### config.mk
export PLATFORM = sky130hd
export DESIGN_NAME = lspe_engine
export DESIGN_NICKNAME = d
export VERILOG_FILES = /design/src/logic/lspe_engine.v /design/src/logic/lspe_mem.v
export VERILOG_INCLUDE_DIRS = /design/src /design/src/logic
export SDC_FILE = /design/constraint.sdc
export NUM_CORES = 2
export LEC_CHECK = 0
export ABC_CLOCK_PERIOD_IN_PS = 19900
export BUFFER_PORTS_ARGS = -buffer_cell sky130_fd_sc_hd__buf_4
export CAP_MARGIN = 20
export CORE_ASPECT_RATIO = 1.1
export CORE_MARGIN = 4
export CORE_UTILIZATION = 55
export DETAILED_ROUTE_END_ITERATION = 12
export GPL_TIMING_DRIVEN = 1
export PLACE_DENSITY_LB_ADDON = 0.2
export SYNTH_ARGS = -nofsm -noshare
export SYNTH_HDL_FRONTEND = slang
export SYNTH_SLANG_ARGS = --single-unit
### constraint.sdc
create_clock -name pclk -period 19.9 [get_ports pclk]
set_input_delay 3.98 -clock pclk [delete_from_list [all_inputs] [get_ports pclk]]
set_output_delay 3.98 -clock pclk [all_outputs]
set_load 0.01 [all_outputs]
### src/logic/lspe_map.vh
// Offsets, fields, reset values and timing constants of the string PWM engine
//
// Functional notes
// - Frame rate from frame sync or oscillator
// - Per-string 12-bit on time in lines
// - Optional 8-bit global intensity scales on time
// - Resolution limited by lines per frame
// - Line clock external or internally generated
// - Per-string phase delay in line clocks
// - Spreading delays string n by n/16 frame
// - Direct mode: external pulse sets duty, frequency
// - Spreading still available in direct mode
// - Direct needs input enable and direct select
// - Gate enable gates engine with external pulse
`ifndef LSPE_MAP_VH
`define LSPE_MAP_VH

// ----------------------------------------------------------------------------
// Register offsets
// ----------------------------------------------------------------------------
`define LSPE_CTRL_OFS         8'h00
`define LSPE_ENABLE_OFS       8'h04
`define LSPE_INTENSITY_OFS    8'h08
`define LSPE_FRAME_LEN_OFS    8'h0c
`define LSPE_LINE_DIV_OFS     8'h10
`define LSPE_STATUS_OFS       8'h14
`define LSPE_ONTIME_BASE      8'h40
`define LSPE_PHASE_BASE       8'h80
`define LSPE_TABLE_SPAN       8'h40

// ----------------------------------------------------------------------------
// Control fields
// ----------------------------------------------------------------------------
`define LSPE_CTRL_EXT_SYNC    0
`define LSPE_CTRL_EXT_LINE    1
`define LSPE_CTRL_SCALE_EN    2
`define LSPE_CTRL_SPREAD_EN   3
`define LSPE_CTRL_EXT_IN_EN   4
`define LSPE_CTRL_DIRECT      5
`define LSPE_CTRL_GATE_EN     6
`define LSPE_CTRL_WIDTH       7

// ----------------------------------------------------------------------------
// Reset values and timing
// ----------------------------------------------------------------------------
`define LSPE_CTRL_RST         7'h00
`define LSPE_ENABLE_RST       16'h0000
`define LSPE_INTENSITY_RST    8'hff
`define LSPE_FRAME_LEN_RST    12'h400
`define LSPE_LINE_DIV_RST     8'h27
`define LSPE_COUNT_MAX        12'hfff
`define LSPE_STRINGS          16

`endif

### src/logic/lspe_engine.v
// LED string PWM engine with APB register slave
`timescale 1ns/1ns
`include "lspe_map.vh"
module lspe_engine (
    input  wire        pclk,
    input  wire        presetn,
    input  wire        psel,
    input  wire        penable,
    input  wire        pwrite,
    input  wire [7:0]  paddr,
    input  wire [31:0] pwdata,
    output reg  [31:0] prdata,
    output wire        pready,
    output wire        pslverr,
    input  wire        frame_sync_input,
    input  wire        line_clock_input,
    input  wire        ext_pulse_input,
    output reg  [15:0] string_sink_outputs
);

    // ------------------------------------------------------------------------
    // Functions
    // ------------------------------------------------------------------------
    function in_table;
        input [7:0] addr;
        input [7:0] base;
        begin
            in_table = (addr >= base) && (addr < base + `LSPE_TABLE_SPAN)
                       && (addr[1:0] == 2'b00);
        end
    endfunction

    function rising;
        input now;
        input last;
        begin
            rising = now & ~last;
        end
    endfunction

    // Count of cycles including the current one, held at full scale
    function [11:0] sat_inc;
        input [11:0] v;
        begin
            sat_inc = (v == `LSPE_COUNT_MAX) ? v : v + 12'h001;
        end
    endfunction

    // ------------------------------------------------------------------------
    // Registers
    // ------------------------------------------------------------------------
    reg  [`LSPE_CTRL_WIDTH-1:0] ctrl;
    reg  [15:0]                 str_enable;
    reg  [7:0]                  intensity;
    reg  [11:0]                 frame_len;
    reg  [7:0]                  line_div;

    wire ext_sync  = ctrl[`LSPE_CTRL_EXT_SYNC];
    wire ext_line  = ctrl[`LSPE_CTRL_EXT_LINE];
    wire scale_en  = ctrl[`LSPE_CTRL_SCALE_EN];
    wire spread_en = ctrl[`LSPE_CTRL_SPREAD_EN];
    wire gate_en   = ctrl[`LSPE_CTRL_GATE_EN];
    wire direct    = ctrl[`LSPE_CTRL_EXT_IN_EN] & ctrl[`LSPE_CTRL_DIRECT];

    wire access    = psel & penable;
    wire on_hit    = in_table(paddr, `LSPE_ONTIME_BASE);
    wire ph_hit    = in_table(paddr, `LSPE_PHASE_BASE);
    wire reg_hit   = (paddr == `LSPE_CTRL_OFS) || (paddr == `LSPE_ENABLE_OFS)
                     || (paddr == `LSPE_INTENSITY_OFS) || (paddr == `LSPE_FRAME_LEN_OFS)
                     || (paddr == `LSPE_LINE_DIV_OFS) || (paddr == `LSPE_STATUS_OFS);
    wire mapped    = on_hit | ph_hit | reg_hit;

    assign pready  = 1'b1;
    assign pslverr = access & ~mapped;

    always @(posedge pclk or negedge presetn) begin
        if (!presetn) begin
            ctrl       <= `LSPE_CTRL_RST;
            str_enable <= `LSPE_ENABLE_RST;
            intensity  <= `LSPE_INTENSITY_RST;
            frame_len  <= `LSPE_FRAME_LEN_RST;
            line_div   <= `LSPE_LINE_DIV_RST;
        end else if (access && pwrite) begin
            if (paddr == `LSPE_CTRL_OFS) begin
                ctrl <= pwdata[`LSPE_CTRL_WIDTH-1:0];
            end else if (paddr == `LSPE_ENABLE_OFS) begin
                str_enable <= pwdata[15:0];
            end else if (paddr == `LSPE_INTENSITY_OFS) begin
                intensity <= pwdata[7:0];
            end else if (paddr == `LSPE_FRAME_LEN_OFS) begin
                frame_len <= pwdata[11:0];
            end else if (paddr == `LSPE_LINE_DIV_OFS) begin
                line_div <= pwdata[7:0];
            end
        end
    end

    // ------------------------------------------------------------------------
    // String table
    // ------------------------------------------------------------------------
    reg  [3:0]  scan_idx;
    reg  [3:0]  scan_idx_d;
    wire [23:0] mem_rd_a;
    wire [23:0] mem_rd_b;

    lspe_mem u_mem (
        .pclk      (pclk),
        .presetn   (presetn),
        .wr_lo     (access & pwrite & on_hit),
        .wr_hi     (access & pwrite & ph_hit),
        .wr_addr   (paddr[5:2]),
        .wr_data   (pwdata[11:0]),
        .rd_addr_a (paddr[5:2]),
        .rd_data_a (mem_rd_a),
        .rd_addr_b (scan_idx),
        .rd_data_b (mem_rd_b)
    );

    // ------------------------------------------------------------------------
    // Line clock and frame timebase
    // ------------------------------------------------------------------------
    reg  [7:0]  div_cnt;
    reg         line_last;
    reg         sync_last;
    reg  [11:0] frame_pos;
    reg  [11:0] frame_meas;

    wire int_line   = (div_cnt == line_div);
    wire line_tick  = ext_line ? rising(line_clock_input, line_last) : int_line;
    wire int_end    = line_tick && (frame_pos >= frame_len - 12'h001);
    wire frame_start = ext_sync ? rising(frame_sync_input, sync_last) : int_end;
    wire [11:0] frame_period = ext_sync ? frame_meas : frame_len;

    always @(posedge pclk or negedge presetn) begin
        if (!presetn) begin
            div_cnt    <= 8'h00;
            line_last  <= 1'b0;
            sync_last  <= 1'b0;
            frame_pos  <= 12'h000;
            frame_meas <= `LSPE_FRAME_LEN_RST;
        end else begin
            div_cnt   <= int_line ? 8'h00 : div_cnt + 8'h01;
            line_last <= line_clock_input;
            sync_last <= frame_sync_input;
            if (frame_start) begin
                frame_pos <= 12'h000;
                if (frame_pos != 12'h000) begin
                    frame_meas <= frame_pos + {11'h000, line_tick};
                end
            end else if (line_tick && frame_pos != `LSPE_COUNT_MAX) begin
                frame_pos <= frame_pos + 12'h001;
            end
        end
    end

    // ------------------------------------------------------------------------
    // External pulse timebase for direct drive with spreading
    // ------------------------------------------------------------------------
    reg         ext_last;
    reg  [11:0] ext_pos;
    reg  [11:0] ext_period;
    reg  [11:0] ext_high;

    wire ext_rise = rising(ext_pulse_input, ext_last);
    wire ext_fall = ext_last & ~ext_pulse_input;

    always @(posedge pclk or negedge presetn) begin
        if (!presetn) begin
            ext_last   <= 1'b0;
            ext_pos    <= 12'h000;
            ext_period <= 12'h000;
            ext_high   <= 12'h000;
        end else begin
            ext_last <= ext_pulse_input;
            if (ext_rise) begin
                ext_pos    <= 12'h000;
                ext_period <= sat_inc(ext_pos);
            end else if (ext_pos != `LSPE_COUNT_MAX) begin
                ext_pos <= ext_pos + 12'h001;
            end
            if (ext_fall) begin
                ext_high <= sat_inc(ext_pos);
            end
        end
    end

    // ------------------------------------------------------------------------
    // String scanner: one string evaluated per pclk cycle
    // ------------------------------------------------------------------------
    wire [11:0] cur_pos    = direct ? ext_pos : frame_pos;
    wire [11:0] cur_period = direct ? ext_period : frame_period;
    wire [19:0] scaled     = mem_rd_b[11:0] * ({1'b0, intensity} + 9'h001);
    wire [11:0] base_on    = scale_en ? scaled[19:8] : mem_rd_b[11:0];
    wire [11:0] cur_on     = direct ? ext_high : base_on;
    wire [15:0] spread_mul = cur_period * scan_idx_d;
    wire [11:0] spread_off = (spread_en || direct) ? spread_mul[15:4] : 12'h000;
    wire [11:0] cur_delay  = direct ? spread_off : mem_rd_b[23:12] + spread_off;
    wire [11:0] rel_pos    = (cur_pos >= cur_delay) ? cur_pos - cur_delay
                                                    : cur_pos + cur_period - cur_delay;
    // Full range reachable only when the frame holds enough lines
    wire        cur_out    = str_enable[scan_idx_d] && (cur_on != 12'h000)
                             && ((cur_on >= cur_period) || (rel_pos < cur_on));

    reg  [15:0] eng_out;

    always @(posedge pclk or negedge presetn) begin
        if (!presetn) begin
            scan_idx   <= 4'h0;
            scan_idx_d <= 4'h0;
            eng_out    <= 16'h0000;
        end else begin
            scan_idx   <= scan_idx + 4'h1;
            scan_idx_d <= scan_idx;
            eng_out[scan_idx_d] <= cur_out;
        end
    end

    // ------------------------------------------------------------------------
    // Output selection
    // ------------------------------------------------------------------------
    reg [15:0] next_strings;

    always @* begin
        if (direct && !spread_en) begin
            next_strings = {16{ext_pulse_input}} & str_enable;
        end else if (direct) begin
            next_strings = eng_out;
        end else if (gate_en) begin
            next_strings = eng_out & {16{ext_pulse_input}};
        end else begin
            next_strings = eng_out;
        end
    end

    always @(posedge pclk or negedge presetn) begin
        if (!presetn) begin
            string_sink_outputs <= 16'h0000;
        end else begin
            string_sink_outputs <= next_strings;
        end
    end

    // ------------------------------------------------------------------------
    // Read data
    // ------------------------------------------------------------------------
    always @* begin
        prdata = 32'h00000000;
        if (on_hit) begin
            prdata = {20'h00000, mem_rd_a[11:0]};
        end else if (ph_hit) begin
            prdata = {20'h00000, mem_rd_a[23:12]};
        end else if (paddr == `LSPE_CTRL_OFS) begin
            prdata = {25'h0000000, ctrl};
        end else if (paddr == `LSPE_ENABLE_OFS) begin
            prdata = {16'h0000, str_enable};
        end else if (paddr == `LSPE_INTENSITY_OFS) begin
            prdata = {24'h000000, intensity};
        end else if (paddr == `LSPE_FRAME_LEN_OFS) begin
            prdata = {20'h00000, frame_len};
        end else if (paddr == `LSPE_LINE_DIV_OFS) begin
            prdata = {24'h000000, line_div};
        end else if (paddr == `LSPE_STATUS_OFS) begin
            prdata = {4'h0, frame_pos, string_sink_outputs};
        end
    end

endmodule // lspe_engine

### src/logic/lspe_mem.v
// Per-string on-time and phase table with two registered read ports
`timescale 1ns/1ns
module lspe_mem (
    input  wire        pclk,
    input  wire        presetn,
    input  wire        wr_lo,
    input  wire        wr_hi,
    input  wire [3:0]  wr_addr,
    input  wire [11:0] wr_data,
    input  wire [3:0]  rd_addr_a,
    output reg  [23:0] rd_data_a,
    input  wire [3:0]  rd_addr_b,
    output reg  [23:0] rd_data_b
);

    reg [23:0] table_q [0:15];
    integer    i;

    always @(posedge pclk or negedge presetn) begin
        if (!presetn) begin
            for (i = 0; i < 16; i = i + 1) begin
                table_q[i] <= 24'h000000;
            end
            rd_data_a <= 24'h000000;
            rd_data_b <= 24'h000000;
        end else begin
            if (wr_lo) begin
                table_q[wr_addr][11:0] <= wr_data;
            end
            if (wr_hi) begin
                table_q[wr_addr][23:12] <= wr_data;
            end
            rd_data_a <= table_q[rd_addr_a];
            rd_data_b <= table_q[rd_addr_b];
        end
    end

endmodule // lspe_mem

# Word-level counts from Yosys, hierarchy flattened
# Cells that the tools add are included.
# totals
reg_bits,594
word_cells,174
out_inout_bits,50
in_bits,48
# classes
addsub,11
reduce_logical,32
n_mul,2
n_bitwise,25
n_lt_le_gt_ge,13
n_eq_ne,9
n_mux,46
# ops
op,count
$bwmux 384,2
$mux 384,2
$mux 28,8
$bmux 24 s4,2
$demux 24 s4,2
$mux 12,14
$mux 24,5
$mux 16,3
$ge 12x12->1,3
$and 16x16->16,2
$add 12x1->12 const B,2
$add 12x12->12,2
$ne 12x12->1 const B,2
$reduce_bool 12->1,2
$sub 12x12->12,2
$mul 12x9->20,1
$bwmux 16,1
$eq 8x4->1 const B,2
$eq 8x5->1 const B,2
$lt 8x8->1 const B,2
$mul 12x4->16,1
$add 12x1->12,1
$eq 12x12->1 const B,1
$logic_and 1x1->1,12
31 further kinds,62

# Longest topological paths before layout
# logic_depth
depth_word,12
depth_mapped,50
depth_no_buf,44

# Modules after synthesis
# A second synthesis with hierarchy kept.
# hier_totals
cells_unflattened,3146
area_unflattened_um2,37279.5
# modules_own_cells
module,n_inst,area_each_um2,seq_area_each_um2,cells_each
lspe_mem,1,21354.2,10810.4,1345
lspe_engine,1,15925.3,4071.4,1801

# Worst setup path after synthesis
# OpenSTA, ideal clock, no wires.
# synth_timing
path_type,input -> output
from,in paddr[3]
to,out prdata[10]
stages,9
required_time_ps,15920
n_path_buf,4
t_arrival_ps,5726
slack_ps,10194
cell_sequence,clkbuf_1 > nand2b_1 > clkbuf_1 > nor3_1 > nor2b_1 > clkbuf_1 > clkbuf_1 > a22oi_1 > a31oi_1
# synth_between
elab_chain_len,9
elab_cells_between_ends,22
cone_classes,order compare: 4; eq/ne: 5; mux: 8; reduce/logical: 5
# synth_rtl
element,line,rtl
from (decl),lspe_engine.v:10,"input wire [7:0] paddr,"
$eq 8x5->1 (no source line),--,
$mux 28,lspe_engine.v:262,end else if (paddr == `LSPE_STATUS_OFS) begin
$mux 28,lspe_engine.v:260,end else if (paddr == `LSPE_LINE_DIV_OFS) begin
$mux 28,lspe_engine.v:258,end else if (paddr == `LSPE_FRAME_LEN_OFS) begin
$mux 28,lspe_engine.v:256,end else if (paddr == `LSPE_INTENSITY_OFS) begin
$mux 28,lspe_engine.v:254,end else if (paddr == `LSPE_ENABLE_OFS) begin
$mux 28,lspe_engine.v:252,end else if (paddr == `LSPE_CTRL_OFS) begin
$mux 28,lspe_engine.v:250,end else if (ph_hit) begin
$mux 28 *,lspe_engine.v:248,if (on_hit) begin
to (decl),lspe_engine.v:12,"output reg [31:0] prdata,"
# Mark *: on every way between the ends. The rest lies on a longest branch, timed or not.

# Worst setup path after layout
# layout_timing
from,in paddr[4]
to,out prdata[7]
# The elaborated chain is that of the path after synthesis.

==> flow_metrics.tcl <==
set metrics [dict create \
    post-route-period-util 0.560 \
    reg2reg_to "eng_out[4]" \
    area_growth_syn_to_layout_pct 9.40 \
    numCtsBuffers 61 \
    tightestPinTransition_ps 1100 \
    vias 25000 \
    gr-usage-all-layers 0.284 \
    cp_data_arrival_time_ps 7160 \
    synth_edf_count 0 \
    hold_path.class "reg2reg" \
    p_clk_frac 0.405 \
    final_core_util 0.611 \
    ir_drop_mv 0.0690 \
    worst_hold_slack_ps 489 \
    crit_path_start "paddr[4]" \
    min_to "ext_high[0]" \
    yosys_warnings 0 \
    root_buffer "clkbuf_16" \
    syn_avg_cell_area_sq_um 12.3 \
    hold_depth 2 \
    port_buffers 76 \
    grt_pass1_wl_microns 158000 \
    combPwrFrac 0.171 \
    cap_violations 0 \
    fin_nets 3278 \
    cts_tree "yes" \
    end_kind "output port" \
    crit-reg2reg-launch "ctrl[0]" \
    ys_ff_latch 594 \
    fin_crit_ps 11140 \
    hp-start "ext_high[0]" \
    worstRegToRegCells 39 \
    die_y_microns 281 \
    dp_hpwl_microns 69200 \
    cts_setup_buffers 0 \
    antenna_found_initial 5 \
    drc 0 \
    row_count 99 \
    totalWireLength_microns 101000 \
    setup_slack_ps 8760 \
    ios 98 \
    slew-limit-headroom 0.258 \
    synth_async_sr_flop_share 1.00 \
    hold_viol_final 0 \
    p_sw_frac 0.279 \
    tns_ps 0 \
    synth_cells 3024 \
    dieArea_sq_mm 0.0720 \
    drive_gt1_frac 0.319 \
    place_ws_ps 8790 \
    ys_types 76 \
    p_int_w 0.00218 \
    fmax_ghz 0.0898 \
    finalMaxSlewViolations 0 \
    setup_viol 0 \
    start_util 0.558 \
    synth_flop_cell "dfrtp_1" \
    wire_per_inst_microns 25.9 \
    grt_setup_unrepaired "no" \
    worstSetupPathType "in2out" \
    first_iter_violations 2282 \
    finClkSkew_ps 41.3 \
    required_ps 15920 \
    gr-total-overflow 0 \
    h-tree-depth 2 \
    clkLatencyLatePin_ps 670 \
    clk_path_buf_depth 3 \
    grt_pass1_vias 26100 \
    grt_max_degree 114 \
    net-switching-power_w 0.000847 \
    coreArea_sq_mm 0.0668 \
    yosysSeqAreaShare 0.399 \
    final_area_sq_mm 0.0408 \
    die_w_microns 256 \
    ant_nets 0 \
    cts.repair.resized 0 \
    ctsHoldBuffers 0 \
    crit_fanout 33 \
    place_congestion 0.939 \
    critPathLaunchType "input pin" \
    drt_pass1_iterations 8 \
    outcome "finished, final reports clean" \
    clock_sinks 594 \
    rrSetupSlack_ps 8860 \
    path_clk_slew_ps 60 \
    total_leakage_power_nw 19.0 \
    synthesis.area_sq_mm 0.0373 \
    power_density_mw_per_mm2 74.3 \
    viasPerCell 6.40 \
    placed_cell_area_sq_mm 0.0385 \
    seq_power_share 0.424 \
]
## registers in the layout (all words and copies together), names as in the netlist, 8 cells and up
register / cells
u_mem.rd_data_a: 24
str_enable: 16
frame_meas: 12
eng_out: 16
frame_pos: 12
ext_high: 12
intensity: 8
ext_period: 12
u_mem.table_q: 384
string_sink_outputs: 16
ext_pos: 12
frame_len: 12
div_cnt: 8
line_div: 8
u_mem.rd_data_b: 24
## per-layer routing
metal | wire length [microns] | up-vias | track usage | part of all wire
li1 | - | 10800 | - | -
met1 | 41200 | 13100 | 0.383 | 0.41
met2 | 49600 | 875 | 0.476 | 0.49
met3 | 6560 | 222 | 0.0460 | 0.065
met4 | 3940 | 4 | 0.0924 | 0.039
met5 | 19 | - | 0 | 0.00019
## synth_stat cells, types with 13 or more instances
library cell / n / share of area
nor3_1: 43 / 0.0058
ha_1: 132 / 0.044
mux2_2: 443 / 0.13
nand2b_1: 30 / 0.0050
a22oi_1: 24 / 0.0048
nand3_1: 62 / 0.0083
dfrtp_1: 580 / 0.39
and3_1: 22 / 0.0037
inv_1: 183 / 0.018
buf_1: 38 / 0.0038
nor2b_1: 91 / 0.015
a31oi_1: 19 / 0.0032
nand4_1: 13 / 0.0022
dfstp_2: 14 / 0.0099
o21ai_0: 69 / 0.0093
a21oi_1: 51 / 0.0068
mux4_2: 245 / 0.15
nor2_1: 150 / 0.015
xor2_1: 40 / 0.0094
clkbuf_1: 167 / 0.017
a22o_1: 20 / 0.0047
a21o_1: 24 / 0.0048
fa_1: 101 / 0.054
mux2i_1: 18 / 0.0048
and2_1: 60 / 0.010
xnor2_1: 65 / 0.015
nand2_1: 166 / 0.017
## worst max path at each step
stage	end	cells after the start
floorplan	prdata[10]	9
global placement	prdata[7]	9
detailed placement	eng_out[0]	38
CTS	eng_out[4]	38
global route	eng_out[3]	43
finish	prdata[7]	9
## critical path, cell delays in order
cell      delay [ps]
buf_4            570
nand2b_1         520
nor3_1           420
nor2b_1          650
a22oi_1          140
a31oi_1          210
a21oi_1          130
a31oi_1          330
buf_4            190
## power by group through the flow
stage | Clock (W) | Combinational, W | Sequential [W]
6_report | 0.00123 | 0.000518 | 0.00128
3_3_place_gp | 0 | 0.000492 | 0.00130
3_5_place_dp | 0 | 0.000511 | 0.00131
2_1_floorplan | 0 | 0.000375 | 0.00129
5_1_grt | 0.00130 | 0.000574 | 0.00129
4_1_cts | 0.00124 | 0.000514 | 0.00128
## cells in the final DEF, fill, tap and decap left out, types with 10 or more instances in the layout
cell type  count
buf_4        113
and3_1        22
ha_1         132
mux2_2       443
fa_1         101
nand3_1       62
nor2_2        12
a31oi_1       19
o21ai_0       68
mux4_2       245
clkbuf_1      13
mux2_4        10
nand2b_1      30
nor2_1       138
dfstp_2       14
a22o_1        20
xnor2_1       65
nor4_1        10
mux2i_1       18
nand4_1       13
xor2_1        40
nor2b_1       91
inv_1        183
a21oi_1       51
mux2_1        12
a22oi_1       24
clkbuf_16     61
nor3_1        39
nand2_1      165
dfrtp_1      577
a21o_1        24
clkinv_2      12
and2_1        59
clkbuf_8      16
## through the flow
step | instances | total power [W]
after global routing | 3908 | 0.00316
after CTS | 3899 | 0.00304
after floorplan | 3027 | 0.00166
after global placement | 3781 | 0.00180
after detailed placement | 3783 | 0.00182
final | 3910 | 0.00303
## logic make-up (layout without fill, tap and decap cells)
group / after synthesis / count (layout) / share of synthesized area
multiplexers: 728 / 728 / 0.294
AND/OR/NAND/NOR: 678 / 678 / 0.0901
flip-flops: 594 / 594 / 0.399
buffers and inverters: 398 / 421 / 0.0409
AO/OA/AOI/OAI: 286 / 286 / 0.0523
adder cells (fa/ha/maj): 233 / 233 / 0.0985
XOR/XNOR: 105 / 105 / 0.0247
other: 2 / 7 / 0.000201
## cell type report
type                    count  area, sq um
multi-input cells        2035        21000
inverters                 184          691
clock inverters            26          382
repair buffers            121          985
well taps                 858         1070
fillers                  5230        26000
clock buffers              90         1800
diodes                      2         5.00
flip-flops and latches    594        14900
Power figures use the tool's default switching activity.
